**src/hdl/sensor_conv_pkg.sv**
```systemverilog
// Shared constants, types and register layout for the sensor conversion block.
// Assumes a single 250 MHz clock and a byte-wide register port from the serial framing logic.
package sensor_conv_pkg;

  // Register offsets on the byte register port
  localparam logic [7:0] CONV_STATUS_ADDR = 8'h18;
  localparam logic [7:0] DEVICE_FAULT_STATUS_ADDR = 8'h1C;

  // device_fault_status field positions
  localparam int IRQ_READBACK_BIT = 4;
  localparam int OSC_FAULT_BIT = 3;
  localparam int IRQ_PIN_FAULT_BIT = 2;
  localparam int OTP_CRC_FAULT_BIT = 1;
  localparam int UV_FAULT_BIT = 0;

  // Conversion status field positions and reset values
  localparam int SET_COUNT_LSB = 5;
  localparam int POR_BIT = 4;
  localparam int DIAG_BIT = 1;
  localparam int RESULT_READY_BIT = 0;
  localparam logic POR_RESET = 1'h1;

  // Operating modes
  localparam logic [1:0] MODE_TRIGGERED = 2'h0;
  localparam logic [1:0] MODE_CONTINUOUS = 2'h2;

  // Limit checker settings
  localparam logic [2:0] HYST_BAND = 3'h1;
  localparam logic DIR_OUT_OF_BAND = 1'h0;

  // Axis codes; also result memory addresses
  typedef logic [1:0] axis_t;
  localparam axis_t AXIS_T = 2'h0;
  localparam axis_t AXIS_X = 2'h1;
  localparam axis_t AXIS_Y = 2'h2;
  localparam axis_t AXIS_Z = 2'h3;

  // Channel enable codes for pseudo-simultaneous orderings
  localparam logic [3:0] CH_XYX = 4'h8;
  localparam logic [3:0] CH_YXY = 4'h9;
  localparam logic [3:0] CH_YZY = 4'hA;
  localparam logic [3:0] CH_XZX = 4'hB;

  // Magnet temperature coefficient gains, scaled by 2^TC_SHIFT per temperature code
  localparam logic [8:0] TC_GAIN_0 = 9'h000;
  localparam logic [8:0] TC_GAIN_1 = 9'h008;
  localparam logic [8:0] TC_GAIN_2 = 9'h00D;
  localparam logic [8:0] TC_GAIN_3 = 9'h010;
  localparam int TC_SHIFT = 16;
  localparam logic signed [15:0] TEMP_REF = 16'sh4000;

  // Timing
  localparam int CLK_PERIOD_PS = 4000;
  localparam int IRQ_PULSE_NS = 10000;
  localparam int IRQ_PULSE_CYCLES = (IRQ_PULSE_NS * 1000) / CLK_PERIOD_PS;
  localparam int PIN_SETTLE_NS = 40;
  localparam int PIN_SETTLE_CYCLES = (PIN_SETTLE_NS * 1000 + CLK_PERIOD_PS - 1) / CLK_PERIOD_PS;
  localparam int MAX_AVG_SHIFT = 5;

  typedef enum logic [1:0] {SP_IDLE, SP_BUSY, SP_HOLD} spin_state_e;
  typedef enum logic {AD_IDLE, AD_BUSY} adc_state_e;

  typedef struct packed {
    logic [1:0] operating_mode;
    logic [3:0] axis_channel_enable;
    logic [2:0] conversion_averaging;
    logic [1:0] magnet_temp_coefficient;
    logic limit_direction_select;
    logic [2:0] limit_hysteresis_select;
    logic [2:0] limit_axis_enable;
    logic signed [15:0] limit_thr_hi;
    logic signed [15:0] limit_thr_lo;
  } conv_cfg_s;

  typedef struct packed {
    logic oscillator_fault;
    logic irq_pin_fault;
    logic otp_memory_crc_fault;
    logic supply_undervoltage_fault;
  } fault_evt_s;

endpackage : sensor_conv_pkg

```
**src/hdl/result_mem.sv**
```systemverilog
// Small result memory: one word per channel, registered read data.
// Assumes writer and reader share mclk; reads see a write one cycle later.
`timescale 1ns/100ps
module result_mem #(
  parameter int WIDTH = 16,
  parameter int DEPTH = 4,
  parameter int AW = 2
) (
  input wire logic mclk, // Clock
  input wire logic rstn, // Synchronous reset, active low
  input wire logic wr_en, // Write strobe
  input wire logic [AW-1:0] wr_addr, // Write address
  input wire logic [WIDTH-1:0] wr_data, // Write data
  input wire logic [AW-1:0] rd_addr, // Read address
  output logic [WIDTH-1:0] rd_data // Registered read data
);

  logic [WIDTH-1:0] mem_r [DEPTH];

  always_ff @(posedge mclk) begin
    if (wr_en) begin
      mem_r[wr_addr] <= wr_data;
    end
  end

  always_ff @(posedge mclk) begin
    if (!rstn) begin
      rd_data <= '0;
    end else begin
      rd_data <= mem_r[rd_addr];
    end
  end

endmodule : result_mem

```
**src/hdl/sensor_conv_core.sv**
```systemverilog
// Conversion sequencer, limit checker and status registers of a 3-axis magnetic sensor.
// Assumes a byte register port from the serial framing logic and an analog front end
// that delivers adc_data when each ADC conversion finishes.
`timescale 1ns/100ps
module sensor_conv_core #(
  parameter int SPIN_CYCLES = 16,
  parameter int ADC_CYCLES = 12,
  parameter int IRQ_PULSE = sensor_conv_pkg::IRQ_PULSE_CYCLES
) (
  input wire logic mclk, // 250 MHz clock
  input wire logic rstn, // Synchronous reset, active low
  input wire logic [7:0] reg_addr, // Register offset
  input wire logic reg_wr, // Register write strobe
  input wire logic [7:0] reg_wdata, // Register write data
  input wire logic reg_rd, // Register read strobe
  output logic [7:0] reg_rdata, // Read data, valid the cycle after reg_rd
  input wire logic bus_trigger, // Trigger command pulse from the bus
  input wire sensor_conv_pkg::conv_cfg_s cfg, // Conversion and limit configuration
  input wire sensor_conv_pkg::fault_evt_s fault_evt, // Fault detector pulses
  input wire logic irq_pin_in, // Interrupt pin level, asynchronous
  output logic irq_pin_out, // Interrupt pin drive value, always low
  output logic irq_pin_oe, // Interrupt pin drive enable
  output logic spin_start, // Pulse: spin stage begins a sample
  output sensor_conv_pkg::axis_t spin_axis, // Axis being spun
  output logic adc_start, // Pulse: ADC stage begins a sample
  output sensor_conv_pkg::axis_t adc_axis, // Axis being digitised
  input wire logic signed [15:0] adc_data, // ADC result, sampled at ADC end
  output logic conv_busy, // A conversion set is running
  input wire sensor_conv_pkg::axis_t result_rd_addr, // Result read channel
  output logic [15:0] result_rd_data // Result, compensated on magnetic axes and raw for temperature, registered
);

  // Number of samples in a set, temperature included
  function automatic logic [2:0] seq_len(input logic [3:0] ch);
    case (ch)
      4'h1, 4'h2, 4'h4: seq_len = 3'h2;
      4'h3, 4'h5, 4'h6: seq_len = 3'h3;
      4'h7, sensor_conv_pkg::CH_XYX, sensor_conv_pkg::CH_YXY,
      sensor_conv_pkg::CH_YZY, sensor_conv_pkg::CH_XZX: seq_len = 3'h4;
      default: seq_len = 3'h1;
    endcase
  endfunction : seq_len

  // Axis of sample idx; sample 0 is always temperature
  function automatic sensor_conv_pkg::axis_t seq_axis(input logic [3:0] ch, input logic [1:0] idx);
    logic [5:0] order;
    order = '0;
    case (ch)
      4'h1: order = {sensor_conv_pkg::AXIS_X, 4'h0};
      4'h2: order = {sensor_conv_pkg::AXIS_Y, 4'h0};
      4'h3: order = {sensor_conv_pkg::AXIS_X, sensor_conv_pkg::AXIS_Y, 2'h0};
      4'h4: order = {sensor_conv_pkg::AXIS_Z, 4'h0};
      4'h5: order = {sensor_conv_pkg::AXIS_Z, sensor_conv_pkg::AXIS_X, 2'h0};
      4'h6: order = {sensor_conv_pkg::AXIS_Y, sensor_conv_pkg::AXIS_Z, 2'h0};
      4'h7: order = {sensor_conv_pkg::AXIS_X, sensor_conv_pkg::AXIS_Y, sensor_conv_pkg::AXIS_Z};
      sensor_conv_pkg::CH_XYX: order = {sensor_conv_pkg::AXIS_X, sensor_conv_pkg::AXIS_Y,
                                        sensor_conv_pkg::AXIS_X};
      sensor_conv_pkg::CH_YXY: order = {sensor_conv_pkg::AXIS_Y, sensor_conv_pkg::AXIS_X,
                                        sensor_conv_pkg::AXIS_Y};
      sensor_conv_pkg::CH_YZY: order = {sensor_conv_pkg::AXIS_Y, sensor_conv_pkg::AXIS_Z,
                                        sensor_conv_pkg::AXIS_Y};
      sensor_conv_pkg::CH_XZX: order = {sensor_conv_pkg::AXIS_X, sensor_conv_pkg::AXIS_Z,
                                        sensor_conv_pkg::AXIS_X};
      default: order = '0;
    endcase
    case (idx)
      2'h0: seq_axis = sensor_conv_pkg::AXIS_T;
      2'h1: seq_axis = order[5:4];
      2'h2: seq_axis = order[3:2];
      default: seq_axis = order[1:0];
    endcase
  endfunction : seq_axis

  // Magnet drift correction: raw * (1 + gain * dt / 2^TC_SHIFT)
  function automatic logic signed [15:0] temp_comp(input logic signed [15:0] raw,
                                                   input logic signed [15:0] dt,
                                                   input logic [1:0] tc);
    logic signed [40:0] prod;
    logic [8:0] gain;
    gain = sensor_conv_pkg::TC_GAIN_0;
    case (tc)
      2'h1: gain = sensor_conv_pkg::TC_GAIN_1;
      2'h2: gain = sensor_conv_pkg::TC_GAIN_2;
      2'h3: gain = sensor_conv_pkg::TC_GAIN_3;
      default: gain = sensor_conv_pkg::TC_GAIN_0;
    endcase
    prod = 41'(raw) * 41'(dt) * $signed({32'h0, gain});
    temp_comp = raw + 16'(prod >>> sensor_conv_pkg::TC_SHIFT);
  endfunction : temp_comp

  logic pin_s1_r, pin_s2_r, pin_s3_r;
  logic irq_level_r;
  logic irq_level_d_r;
  logic [3:0] fault_r;
  logic por_r;
  logic result_ready_r;
  logic [2:0] set_count_r;
  sensor_conv_pkg::spin_state_e spin_st_r;
  sensor_conv_pkg::adc_state_e adc_st_r;
  logic [1:0] spin_idx_r;
  logic [2:0] seq_len_r;
  logic [3:0] ch_r;
  logic [20:0] spin_cnt_r;
  logic [15:0] adc_cnt_r;
  logic [1:0] adc_idx_r;
  logic signed [15:0] temp_raw_r;
  logic limit_hit_r;
  logic [31:0] irq_cnt_r;
  logic [7:0] pin_chk_r;
  logic start_set;
  logic spin_done;
  logic adc_done;
  logic hand_off;
  logic last_adc;
  logic trigger;
  logic in_region;
  logic signed [15:0] comp_val;
  logic pin_fault_int;
  logic wr_dev;
  logic wr_conv;
  logic [20:0] spin_len;

  // Pin synchroniser; runs through reset so the level is known at release
  always_ff @(posedge mclk) begin
    pin_s1_r <= irq_pin_in;
    pin_s2_r <= pin_s1_r;
    pin_s3_r <= pin_s2_r;
  end

  always_ff @(posedge mclk) begin
    if (!rstn) begin
      irq_level_r <= pin_s3_r;
    end else if (pin_s2_r == pin_s3_r) begin
      irq_level_r <= pin_s3_r;
    end
  end

  always_ff @(posedge mclk) begin
    irq_level_d_r <= irq_level_r;
  end

  // Host pulling the pin low while the device does not drive it is a trigger
  assign trigger = bus_trigger
                   | (irq_level_d_r & ~irq_level_r & ~irq_pin_oe & (pin_chk_r == 8'h00));

  assign wr_dev = reg_wr & (reg_addr == sensor_conv_pkg::DEVICE_FAULT_STATUS_ADDR);
  assign wr_conv = reg_wr & (reg_addr == sensor_conv_pkg::CONV_STATUS_ADDR);

  // Pin stuck high while the device drives it low
  assign pin_fault_int = irq_pin_oe & irq_level_r
                         & (pin_chk_r >= 8'(sensor_conv_pkg::PIN_SETTLE_CYCLES));

  always_ff @(posedge mclk) begin
    if (!rstn) begin
      fault_r <= 4'h0;
    end else begin
      // Set terms are ORed after the clear, so a fault in the clear cycle stays
      fault_r[sensor_conv_pkg::OSC_FAULT_BIT] <=
        (fault_r[sensor_conv_pkg::OSC_FAULT_BIT]
         & ~(wr_dev & reg_wdata[sensor_conv_pkg::OSC_FAULT_BIT]))
        | fault_evt.oscillator_fault;
      fault_r[sensor_conv_pkg::IRQ_PIN_FAULT_BIT] <=
        (fault_r[sensor_conv_pkg::IRQ_PIN_FAULT_BIT]
         & ~(wr_dev & reg_wdata[sensor_conv_pkg::IRQ_PIN_FAULT_BIT]))
        | fault_evt.irq_pin_fault | pin_fault_int;
      fault_r[sensor_conv_pkg::OTP_CRC_FAULT_BIT] <=
        (fault_r[sensor_conv_pkg::OTP_CRC_FAULT_BIT]
         & ~(wr_dev & reg_wdata[sensor_conv_pkg::OTP_CRC_FAULT_BIT]))
        | fault_evt.otp_memory_crc_fault;
      fault_r[sensor_conv_pkg::UV_FAULT_BIT] <=
        (fault_r[sensor_conv_pkg::UV_FAULT_BIT]
         & ~(wr_dev & reg_wdata[sensor_conv_pkg::UV_FAULT_BIT]))
        | fault_evt.supply_undervoltage_fault;
    end
  end

  always_ff @(posedge mclk) begin
    if (!rstn) begin
      por_r <= sensor_conv_pkg::POR_RESET;
    end else if (wr_conv & reg_wdata[sensor_conv_pkg::POR_BIT]) begin
      por_r <= 1'b0;
    end
  end

  // Register read data
  always_ff @(posedge mclk) begin
    if (!rstn) begin
      reg_rdata <= 8'h00;
    end else if (reg_rd) begin
      reg_rdata <= 8'h00;
      if (reg_addr == sensor_conv_pkg::DEVICE_FAULT_STATUS_ADDR) begin
        reg_rdata[sensor_conv_pkg::IRQ_READBACK_BIT] <= irq_level_r;
        reg_rdata[3:0] <= fault_r;
      end else if (reg_addr == sensor_conv_pkg::CONV_STATUS_ADDR) begin
        reg_rdata[sensor_conv_pkg::SET_COUNT_LSB +: 3] <= set_count_r;
        reg_rdata[sensor_conv_pkg::POR_BIT] <= por_r;
        reg_rdata[sensor_conv_pkg::DIAG_BIT] <= |fault_r;
        reg_rdata[sensor_conv_pkg::RESULT_READY_BIT] <= result_ready_r;
      end
    end
  end

  // Set sequencing
  assign start_set = (spin_st_r == sensor_conv_pkg::SP_IDLE)
                     & (adc_st_r == sensor_conv_pkg::AD_IDLE) & ~conv_busy
                     & ((cfg.operating_mode == sensor_conv_pkg::MODE_CONTINUOUS)
                        | ((cfg.operating_mode == sensor_conv_pkg::MODE_TRIGGERED)
                           & trigger));

  // Averaging lengthens the spin-and-integrate time
  assign spin_len = (cfg.conversion_averaging > 3'(sensor_conv_pkg::MAX_AVG_SHIFT))
                    ? 21'(SPIN_CYCLES) << sensor_conv_pkg::MAX_AVG_SHIFT
                    : 21'(SPIN_CYCLES) << cfg.conversion_averaging;
  assign spin_done = (spin_st_r == sensor_conv_pkg::SP_BUSY) & (spin_cnt_r == 21'h1);
  assign adc_done = (adc_st_r == sensor_conv_pkg::AD_BUSY) & (adc_cnt_r == 16'h1);
  assign hand_off = (spin_st_r == sensor_conv_pkg::SP_HOLD)
                    & ((adc_st_r == sensor_conv_pkg::AD_IDLE) | adc_done);
  assign last_adc = adc_done & ({1'b0, adc_idx_r} == seq_len_r - 3'h1);

  always_ff @(posedge mclk) begin
    if (!rstn) begin
      conv_busy <= 1'b0;
      ch_r <= 4'h0;
      seq_len_r <= 3'h1;
    end else if (start_set) begin
      conv_busy <= 1'b1;
      ch_r <= cfg.axis_channel_enable;
      seq_len_r <= seq_len(cfg.axis_channel_enable);
    end else if (last_adc) begin
      conv_busy <= 1'b0;
    end
  end

  // Spin stage
  always_ff @(posedge mclk) begin
    if (!rstn) begin
      spin_st_r <= sensor_conv_pkg::SP_IDLE;
      spin_idx_r <= 2'h0;
      spin_cnt_r <= 21'h0;
      spin_start <= 1'b0;
      spin_axis <= sensor_conv_pkg::AXIS_T;
    end else begin
      spin_start <= 1'b0;
      case (spin_st_r)
        sensor_conv_pkg::SP_IDLE: begin
          if (start_set) begin
            spin_st_r <= sensor_conv_pkg::SP_BUSY;
            spin_idx_r <= 2'h0;
            spin_cnt_r <= spin_len;
            spin_start <= 1'b1;
            spin_axis <= sensor_conv_pkg::AXIS_T;
          end
        end
        sensor_conv_pkg::SP_BUSY: begin
          spin_cnt_r <= spin_cnt_r - 21'h1;
          if (spin_done) begin
            spin_st_r <= sensor_conv_pkg::SP_HOLD;
          end
        end
        sensor_conv_pkg::SP_HOLD: begin
          if (hand_off) begin
            // Next sample spins while the ADC works on this one
            if ({1'b0, spin_idx_r} == seq_len_r - 3'h1) begin
              spin_st_r <= sensor_conv_pkg::SP_IDLE;
            end else begin
              spin_st_r <= sensor_conv_pkg::SP_BUSY;
              spin_idx_r <= spin_idx_r + 2'h1;
              spin_cnt_r <= spin_len;
              spin_start <= 1'b1;
              spin_axis <= seq_axis(ch_r, spin_idx_r + 2'h1);
            end
          end
        end
        default: spin_st_r <= sensor_conv_pkg::SP_IDLE;
      endcase
    end
  end

  // ADC stage
  always_ff @(posedge mclk) begin
    if (!rstn) begin
      adc_st_r <= sensor_conv_pkg::AD_IDLE;
      adc_cnt_r <= 16'h0;
      adc_idx_r <= 2'h0;
      adc_start <= 1'b0;
      adc_axis <= sensor_conv_pkg::AXIS_T;
    end else begin
      adc_start <= 1'b0;
      case (adc_st_r)
        sensor_conv_pkg::AD_IDLE: begin
          if (hand_off) begin
            adc_st_r <= sensor_conv_pkg::AD_BUSY;
            adc_cnt_r <= 16'(ADC_CYCLES);
            adc_idx_r <= spin_idx_r;
            adc_start <= 1'b1;
            adc_axis <= spin_axis;
          end
        end
        sensor_conv_pkg::AD_BUSY: begin
          adc_cnt_r <= adc_cnt_r - 16'h1;
          if (adc_done) begin
            if (hand_off) begin
              adc_cnt_r <= 16'(ADC_CYCLES);
              adc_idx_r <= spin_idx_r;
              adc_start <= 1'b1;
              adc_axis <= spin_axis;
            end else begin
              adc_st_r <= sensor_conv_pkg::AD_IDLE;
            end
          end
        end
        default: adc_st_r <= sensor_conv_pkg::AD_IDLE;
      endcase
    end
  end

  // Temperature is captured first in every set and corrects later samples
  always_ff @(posedge mclk) begin
    if (!rstn) begin
      temp_raw_r <= sensor_conv_pkg::TEMP_REF;
    end else if (adc_done & (adc_axis == sensor_conv_pkg::AXIS_T)) begin
      temp_raw_r <= adc_data;
    end
  end

  assign comp_val = (adc_axis == sensor_conv_pkg::AXIS_T) ? adc_data
                    : temp_comp(adc_data, temp_raw_r - sensor_conv_pkg::TEMP_REF,
                                cfg.magnet_temp_coefficient);

  result_mem #(
    .WIDTH(16),
    .DEPTH(4),
    .AW(2)
  ) u_result_mem (
    .mclk(mclk),
    .rstn(rstn),
    .wr_en(adc_done),
    .wr_addr(adc_axis),
    .wr_data(comp_val),
    .rd_addr(result_rd_addr),
    .rd_data(result_rd_data)
  );

  // Limit check on each enabled magnetic axis
  always_comb begin
    in_region = 1'b0;
    if (cfg.limit_hysteresis_select == sensor_conv_pkg::HYST_BAND) begin
      if (cfg.limit_direction_select == sensor_conv_pkg::DIR_OUT_OF_BAND) begin
        in_region = (comp_val > cfg.limit_thr_hi) | (comp_val < cfg.limit_thr_lo);
      end else begin
        in_region = (comp_val <= cfg.limit_thr_hi) & (comp_val >= cfg.limit_thr_lo);
      end
    end else if (cfg.limit_direction_select == sensor_conv_pkg::DIR_OUT_OF_BAND) begin
      in_region = comp_val > cfg.limit_thr_hi;
    end else begin
      in_region = comp_val < cfg.limit_thr_lo;
    end
  end

  always_ff @(posedge mclk) begin
    if (!rstn) begin
      limit_hit_r <= 1'b0;
    end else if (start_set) begin
      limit_hit_r <= 1'b0;
    end else if (adc_done & (adc_axis != sensor_conv_pkg::AXIS_T)
                 & cfg.limit_axis_enable[adc_axis - 2'h1] & in_region) begin
      limit_hit_r <= 1'b1;
    end
  end

  // Interrupt pulse after every set that ends with a hit, not only the first
  always_ff @(posedge mclk) begin
    if (!rstn) begin
      irq_pin_oe <= 1'b0;
      irq_pin_out <= 1'b0;
      irq_cnt_r <= 32'h0;
    end else if (last_adc & (limit_hit_r
                 | (cfg.limit_axis_enable[adc_axis - 2'h1] & in_region
                    & (adc_axis != sensor_conv_pkg::AXIS_T)))) begin
      irq_pin_oe <= 1'b1;
      irq_cnt_r <= 32'(IRQ_PULSE);
    end else if (irq_cnt_r > 32'h1) begin
      irq_cnt_r <= irq_cnt_r - 32'h1;
    end else begin
      irq_pin_oe <= 1'b0;
      irq_cnt_r <= 32'h0;
    end
  end

  // Counts up while driven, down to 0 from at most PIN_SETTLE_CYCLES after release; masks sync latency for trigger and fault checks
  always_ff @(posedge mclk) begin
    if (!rstn) begin
      pin_chk_r <= 8'h00;
    end else if (irq_pin_oe) begin
      pin_chk_r <= (pin_chk_r == 8'hFF) ? pin_chk_r : pin_chk_r + 8'h01;
    end else if (pin_chk_r != 8'h00) begin
      pin_chk_r <= (pin_chk_r > 8'(sensor_conv_pkg::PIN_SETTLE_CYCLES))
                   ? 8'(sensor_conv_pkg::PIN_SETTLE_CYCLES) : pin_chk_r - 8'h01;
    end
  end

  always_ff @(posedge mclk) begin
    if (!rstn) begin
      result_ready_r <= 1'b0;
      set_count_r <= 3'h0;
    end else if (last_adc) begin
      result_ready_r <= 1'b1;
      set_count_r <= set_count_r + 3'h1;
    end else if (start_set) begin
      result_ready_r <= 1'b0;
    end
  end

endmodule : sensor_conv_core

```
**config.mk**
```make
export PLATFORM = sky130hd
export DESIGN_NAME = sensor_conv_core
export DESIGN_NICKNAME = d
export VERILOG_FILES = /design/src/hdl/sensor_conv_pkg.sv /design/src/hdl/result_mem.sv /design/src/hdl/sensor_conv_core.sv
export SDC_FILE = /design/constraint.sdc
export NUM_CORES = 1
export LEC_CHECK = 0
export ABC_CLOCK_PERIOD_IN_PS = 16950
export BUFFER_PORTS_ARGS = -buffer_cell sky130_fd_sc_hd__buf_2
export CORE_ASPECT_RATIO = 0.7
export CORE_MARGIN = 8
export CORE_UTILIZATION = 60
export CTS_CLUSTER_DIAMETER = 40
export DETAILED_ROUTE_END_ITERATION = 6
export HOLD_SLACK_MARGIN = 0.12
export PLACE_DENSITY = 0.82
export SYNTH_ARGS = -nofsm -noshare
export SYNTH_HDL_FRONTEND = slang
export SYNTH_SLANG_ARGS = --single-unit
```
**constraint.sdc**
```tcl
create_clock -name mclk -period 16.95 [get_ports mclk]
set_input_delay 3.39 -clock mclk [delete_from_list [all_inputs] [get_ports mclk]]
set_output_delay 3.39 -clock mclk [all_outputs]
set_load 0.02 [all_outputs]
```
-- Word-level counts from Yosys, hierarchy flattened
Memories as Yosys holds them, arrays and structs flattened. A register that Yosys moved wholly into a read port is not among the register bits.
Cells that the tools add are included.
- multipliers: 2
- shift operators: 1
- bitwise operators: 52
- mux-type cells: 68
- equal/unequal tests: 26
- reduce and logical (&&, ||, !) cells: 20
- add/sub/neg operators: 11
- magnitude comparators: 9
- operator list (operator ; number):
    21-bit two-way mux ; 4
    16-bit two-way mux ; 4
    21-bit one-hot mux with 3 select lines ; 1
    1-bit bitwise AND ; 32
    32-bit by 1-bit > comparator with 1-bit output, second input constant ; 1
    16-bit by 16-bit multiplier with 32-bit output ; 1
    32-bit by 6-bit multiplier with 32-bit output ; 1
    8-bit two-way mux ; 4
    16-bit one-hot mux with 2 select lines ; 1
    32-bit by 1-bit subtractor with 32-bit output, second input constant ; 1
    2-bit two-way mux ; 15
    12-bit two-way mux ; 2
    1-bit two-way mux ; 22
    21-bit by 1-bit equality test with 1-bit output, second input constant ; 1
    5-bit by 3-bit left shift with 21-bit output, first input constant ; 1
    21-bit by 1-bit subtractor with 21-bit output, second input constant ; 1
    16-bit adder ; 1
    16-bit by 1-bit equality test with 1-bit output, second input constant ; 1
    8-bit by 5-bit equality test with 1-bit output, second input constant ; 2
    16-bit >= comparator ; 1
    16-bit > comparator ; 1
    16-bit <= comparator ; 1
    16-bit less-than comparator ; 1
    2-bit one-hot mux with 2 select lines ; 4
    40 further kinds ; 85
- bits in read-only memories: 144
- RAM bits: 64
- logic and storage cells: 220
- input bits: 94
- memories: 3
- flip-flop bits (word level): 135
- memories (memory ; words ; bits a word ; read ports ; clocked after Yosys merged registers in ; wr ports ; line ; source):
    (name not given) ; 16 ; 6 ; 1 ; 1 ; 0 ; sensor_conv_core.sv:48 ; case (ch)
    u_result_mem.mem_r ; 4 ; 16 ; 1 ; 1 ; 1 ; result_mem.sv:18 ; logic [WIDTH-1:0] mem_r [DEPTH];
    (name not given) ; 16 ; 3 ; 1 ; 1 ; 0 ; sensor_conv_core.sv:35 ; case (ch)

-- Depth between registers and ports, before layout
- depth in word-level cells: 14
- mapped depth: 63
- depth with buffers taken out: 59

-- Cells and area by module
Synthesis repeated with hierarchy kept, for this count alone.
- cells, all modules: 2707
- area, all modules: 24866.3 um^2
- modules (own cells, without submodules) (module ; cells an instance ; area an instance (um^2) ; instances ; seq. area each (um^2)):
    sensor_conv_core ; 2565 ; 22069.9 ; 1 ; 2892.8
    result_mem ; 142 ; 2796.4 ; 1 ; 2242.2

-- Worst setup path before layout
Ideal clock, no wire load.
- kind: in2reg
- start point: in adc_data[7]
- end point: reg irq_cnt_r[12]
- stages on the path: 58
- arrival: 15.189 ns
- setup slack: 1.697 ns
- setup time: 0.064 ns
- data required time: 16.886 ns
- cells stage by stage: clkbuf_1 nand2_1 fa_1 inv_1 fa_1 inv_1 fa_1 inv_1 fa_1 fa_1 inv_1 fa_1 inv_1 ha_1 and3_2 a221oi_1 nand2_1 a21oi_1 (+22 left out) o31ai_1 a31oi_1 xnor2_1 xnor3_1 nor2_1 xor2_1 ha_1 nand4_1 nor2b_1 a21oi_1 o41ai_1 o31ai_1 nor3_1 o31a_1 o21a_1 buf_2 buf_2 nor2_1
- word-level cells in the longest chain between the ends: 13
- elaborated cells between the ends (all ways): 18
- RTL lines (what ; line ; source):
    from (decl) ; sensor_conv_core.sv:27 ; input wire logic signed [15:0] adc_data,
    16-bit by 16-bit multiplier with 32-bit output ; sensor_conv_core.sv:87 ; prod = 41'(raw) * 41'(dt) * $signed({32'h0, gain});
    32-bit by 6-bit multiplier with 32-bit output ; sensor_conv_core.sv:87 ;
    16-bit adder * ; sensor_conv_core.sv:88 ; temp_comp = raw + 16'(prod >>> sensor_conv_pkg::TC_SHIFT);
    16-bit two-way mux * ; sensor_conv_core.sv:326 ; assign comp_val = (adc_axis == sensor_conv_pkg::AXIS_T) ? adc_data
    net comp_val[15] ; sensor_conv_core.sv:117 ; logic signed [15:0] comp_val;
    16-bit > comparator, or another cell as far along ; sensor_conv_core.sv:349, sensor_conv_core.sv:354 ;
    1-bit bitwise OR or 1-bit bitwise AND (tied branches) ; sensor_conv_core.sv:349, sensor_conv_core.sv:351 ;
    1-bit two-way mux ; sensor_conv_core.sv:348 ; if (cfg.limit_direction_select == sensor_conv_pkg::DIR_OUT_OF_BAND) begin
    1-bit two-way mux * ; sensor_conv_core.sv:347 ; if (cfg.limit_hysteresis_select == sensor_conv_pkg::HYST_BAND) begin
    1-bit bitwise AND * ; sensor_conv_core.sv:378 ; | (cfg.limit_axis_enable[adc_axis - 2'h1] & in_region
    1-bit bitwise AND * ; sensor_conv_core.sv:379 ; & (adc_axis != sensor_conv_pkg::AXIS_T)))) begin
    1-bit bitwise OR * ; sensor_conv_core.sv:378 ;
    1-bit bitwise AND * ; sensor_conv_core.sv:377 ; end else if (last_adc & (limit_hit_r
    3-bit OR reduction (no source line) * ; n/a ;
    to (signal assigned) ; sensor_conv_core.sv:381 ; irq_cnt_r <= 32'(IRQ_PULSE);
    to (signal assigned) ; sensor_conv_core.sv:383 ; irq_cnt_r <= irq_cnt_r - 32'h1;
    to (decl) ; sensor_conv_core.sv:108 ; logic [31:0] irq_cnt_r;
Mark *: on every way through the listed nets, which the timed path passes. The rest lies on a longest branch.
A chain may end at the register's enable or synchronous reset.

-- Worst setup path after layout
- start point: in adc_data[8]
- end point: reg irq_cnt_r[20]
Same word-level chain as after synthesis.

==> impl_metrics.py <==
metrics = {
    "run_status": {
        "status": "complete, no violations",
    },
    "sta": {
        "slew_headroom": 0.212,
        "tightestPinTransition_ns": 1.17,
        "min_period_over_period": 0.967,
        "post-route-min-period_ns": 16.38,
        "clock_skew_ns": 0.0357,
        "finalHoldViolations": 0,
        "setup_viol": 0,
        "finalMaxSlewViolations": 0,
        "fmax_mhz": 61.0,
        "holdWs_ns": 0.334,
    },
    "placed_design": {
        "place_congestion": 0.912,
        "dp_cells": 3366,
        "dp_hpwl_um": 48700,
        "port_buffers": 122,
    },
    "die": {
        "core_region_area_um2": 41000,
        "fp.dieW_um": 260,
        "row_count": 62,
        "pin_count": 127,
        "dieHeight_um": 186,
        "start_util": 0.608,
        "die_area_um2": 48400,
    },
    "worst_setup_path": {
        "end_kind": "flop",
        "required_ns": 17.37,
        "worst-path-max-fanout": 27,
        "r2r_cells": 58,
        "worstSetupPathType": "in2reg",
        "critPathLaunchType": "input pin",
        "max_stage_delay_ns": 0.54,
        "worst_r2r_endpoint": "irq_cnt_r[20]$_SDFF_PP0_",
        "critPathSlowestCell": "fa_1",
        "arrival_ns": 16.81,
        "worst-r2r-setup-slack_ns": 2.48,
        "reg2reg_from": "temp_raw_r[14]$_SDFFE_PN1P_",
        "crit_top_cell": "fa_1",
    },
    "route": {
        "wire_per_inst_um": 18.0,
        "drc_errors": 0,
        "drt_iter0_drc": 1536,
        "dr.pass1.iters": 5,
        "via_count": 19600,
        "vias_per_cell": 5.72,
        "ant_nets": 0,
        "drt-total-wl_um": 61500,
    },
    "grt": {
        "grt_antenna_before_repair": 8,
        "track_usage": 0.254,
        "grt_pass1_vias": 20600,
        "grt_start_max_net_pins": 59,
        "gr-total-overflow": 0,
        "grt_pass1_wl_um": 102000,
    },
    "yosys": {
        "synthArstFlopShare": 0,
        "syn_inst": 2742,
        "ys_seq_area_frac": 0.206,
        "synth_area_um2": 24900,
        "synth-edff-count": 65,
        "ys_types": 89,
        "ys_ff_latch": 224,
        "synth-main-ff-cell": "dfxtp_1",
        "synth_top_area_cell": "fa_1",
        "synth_warnings": 0,
        "syn_nets": 3388,
        "synth_top_area_share": 0.254,
        "synth_area_leaders": "fa_1 (25%), dfxtp_1 (13%), ha_1 (12%), edfxtp_1 (7.8%), inv_1 (7.5%)",
        "synth.avg_cell_area_um2": 9.08,
    },
    "clock_network": {
        "clock_sinks": 224,
        "cts_root_buf": "clkbuf_16",
        "cts_max_path_buffers": 3,
        "cts_tree": "done",
        "insertion_delay_ns": 0.56,
        "numCtsBuffers": 26,
        "htree_levels": 1,
        "clkTransAtPathRegs_ns": 0.06,
    },
    "min_path": {
        "hp-start": "pin_s1_r$_DFF_P_",
        "hold-path-endpoint": "pin_s2_r$_DFF_P_",
        "hp-class": "reg2reg",
        "whs_path_depth": 0,
    },
    "power_and_ir_drop": {
        "p_leak_uw": 0.0126,
        "p_per_area_nw_per_um2": 62.2,
        "ir_drop_uv": 88.2,
    },
    "cells_and_area": {
        "fin_util": 0.664,
        "instances_no_fill": 3424,
        "synthToLayoutAreaGrowth_pct": 9.22,
        "drive_gt1_frac": 0.0971,
        "nets": 3498,
        "num-fill-cells": 3134,
    },
    "job": {
        "max_cap_violations": 0,
    },
}
[power breakdown]
part           switching [uW]  total (uW)  internal [uW]
Sequential               63.4         671            607
Combinational             252         417            166
Clock                     241         603            362
Total                     556        1690           1130
[per-layer routing]
layer | GRT usage | vias to the layer above | wire [um] | share of wire
met2 | 0.409 | 827 | 28200 | 0.46
met4 | 0.0676 | 2 | 1630 | 0.026
met5 | 0 | - | 10 | 0.00016
met1 | 0.348 | 9649 | 25900 | 0.42
li1 | - | 8985 | - | -
met3 | 0.0514 | 131 | 5760 | 0.094
[how the worst max path moves through the flow]
stage / slack, ns / end / cells after the start / start
detailed placement: -0.0002 / irq_cnt_r[20]$_SDFF_PP0_ / 60 / adc_data[7]
global route: -0.02 / irq_cnt_r[23]$_SDFF_PP0_ / 57 / adc_data[4]
global placement: 0.44 / irq_cnt_r[23]$_SDFF_PP0_ / 61 / adc_data[7]
finish: 0.57 / irq_cnt_r[20]$_SDFF_PP0_ / 59 / adc_data[8]
CTS: 0.49 / irq_cnt_r[20]$_SDFF_PP0_ / 60 / adc_data[7]
floorplan: 1.70 / irq_cnt_r[12]$_SDFF_PP0_ / 58 / adc_data[7]
[final cells by class]
cell class,instances,area (um^2),area share
Multi-Input combinational cell,1931,17600,0.646
Sequential cell,224,5130,0.189
Inverter,500,1880,0.0690
Timing Repair Buffer,169,988,0.0363
Tap cell,544,681,0.0250
Clock buffer,27,654,0.0241
Clock inverter,21,273,0.0100
Antenna cell,8,20.0,0.000736
[cells in the mapped netlist (11+ instances only)]
master and instances:
a21o_1 17, a21oi_1 126, and2_1 186, clkbuf_1 72, dfxtp_1 159, edfxtp_1 65
fa_1 316, ha_1 236, inv_1 499, mux2i_1 11, mux4_2 16, nand2_1 244
nand2b_1 42, nand3_1 33, nand4_1 19, nor2_1 180, nor2b_1 47, nor3_1 51
nor4_1 17, o21a_1 20, o21ai_0 72, o31ai_1 12, or3_1 14, xnor2_1 85
xor2_1 33
[through the flow]
| step | instance area [um^2] | setup slack [ns] | TNS (ns) | power [uW] |
|---|---|---|---|---|
| after floorplan | 24900 | 1.70 | 0 | 968 |
| after global placement | 26200 | 0.444 | 0 | 1050 |
| after detailed placement | 26200 | -0.000179 | -0.000179 | 1080 |
| after CTS | 27100 | 0.488 | 0 | 1690 |
| after global routing | 27200 | -0.0185 | -0.0961 | 1770 |
| final | 27200 | 0.565 | 0 | 1690 |
[cell usage in the layout (no fill, tap or decap), types with 11 or more instances in the layout]
| cell type | synthesis | layout |
|---|---|---|
| o21a_1 | 20 | 20 |
| ha_1 | 236 | 236 |
| buf_2 | 6 | 117 |
| mux2i_1 | 11 | 11 |
| a21o_1 | 17 | 17 |
| or3_1 | 14 | 14 |
| xnor2_1 | 85 | 84 |
| buf_4 | 3 | 46 |
| and2_1 | 186 | 186 |
| nand2b_1 | 42 | 42 |
| a21oi_1 | 126 | 126 |
| nor2_1 | 180 | 180 |
| o21ai_0 | 72 | 71 |
| inv_1 | 499 | 498 |
| o31ai_1 | 12 | 11 |
| nand2_1 | 244 | 244 |
| edfxtp_1 | 65 | 65 |
| nand4_1 | 19 | 19 |
| fa_1 | 316 | 316 |
| nor2b_1 | 47 | 47 |
| nor3_1 | 51 | 51 |
| mux4_2 | 16 | 16 |
| xor2_1 | 33 | 33 |
| clkbuf_16 | 0 | 26 |
| nor4_1 | 17 | 17 |
| dfxtp_1 | 159 | 159 |
| nand3_1 | 33 | 33 |
[logic make-up (layout without fill, tap and decap cells)]
| family | Yosys count | after routing | synth area share |
|---|---|---|---|
| other | 1 | 9 | 0.000151 |
| xor gates and xnor gates | 119 | 119 | 0.0424 |
| adders and majority gates | 552 | 552 | 0.373 |
| buffers and inverters | 587 | 717 | 0.0900 |
| muxes | 35 | 35 | 0.0230 |
| and+or+nand+nor | 899 | 899 | 0.186 |
| AOI/OAI and AO/OA | 325 | 325 | 0.0796 |
| DFF | 224 | 224 | 0.206 |
[critical path, delay by kind of cell]
kind | cells | cell delay [ns]
compound gates | 14 | 2.67
xor+xnor | 5 | 1.23
fa+ha+maj | 13 | 5.55
buf+inv | 13 | 1.64
mux | 1 | 0.20
simple gates | 13 | 2.03
[flip-flops by register name, summed over array words and instances (netlist names), 3 cells and up, named ones only]
register and cells:
adc_cnt_r 16, ch_r 4, fault_r 4, irq_cnt_r 32
pin_chk_r 8, reg_rdata 8, seq_len_r 3, set_count_r 3
spin_cnt_r 21, temp_raw_r 16, u_result_mem.mem_r 64, u_result_mem.rd_data 16
[repair_timing]
item,CTS,global route
resized for setup,0,14
setup buffers,0,2
hold buffers,0,0
endpoints found under the setup margin,0,34
(Power assumes the default switching activity.)
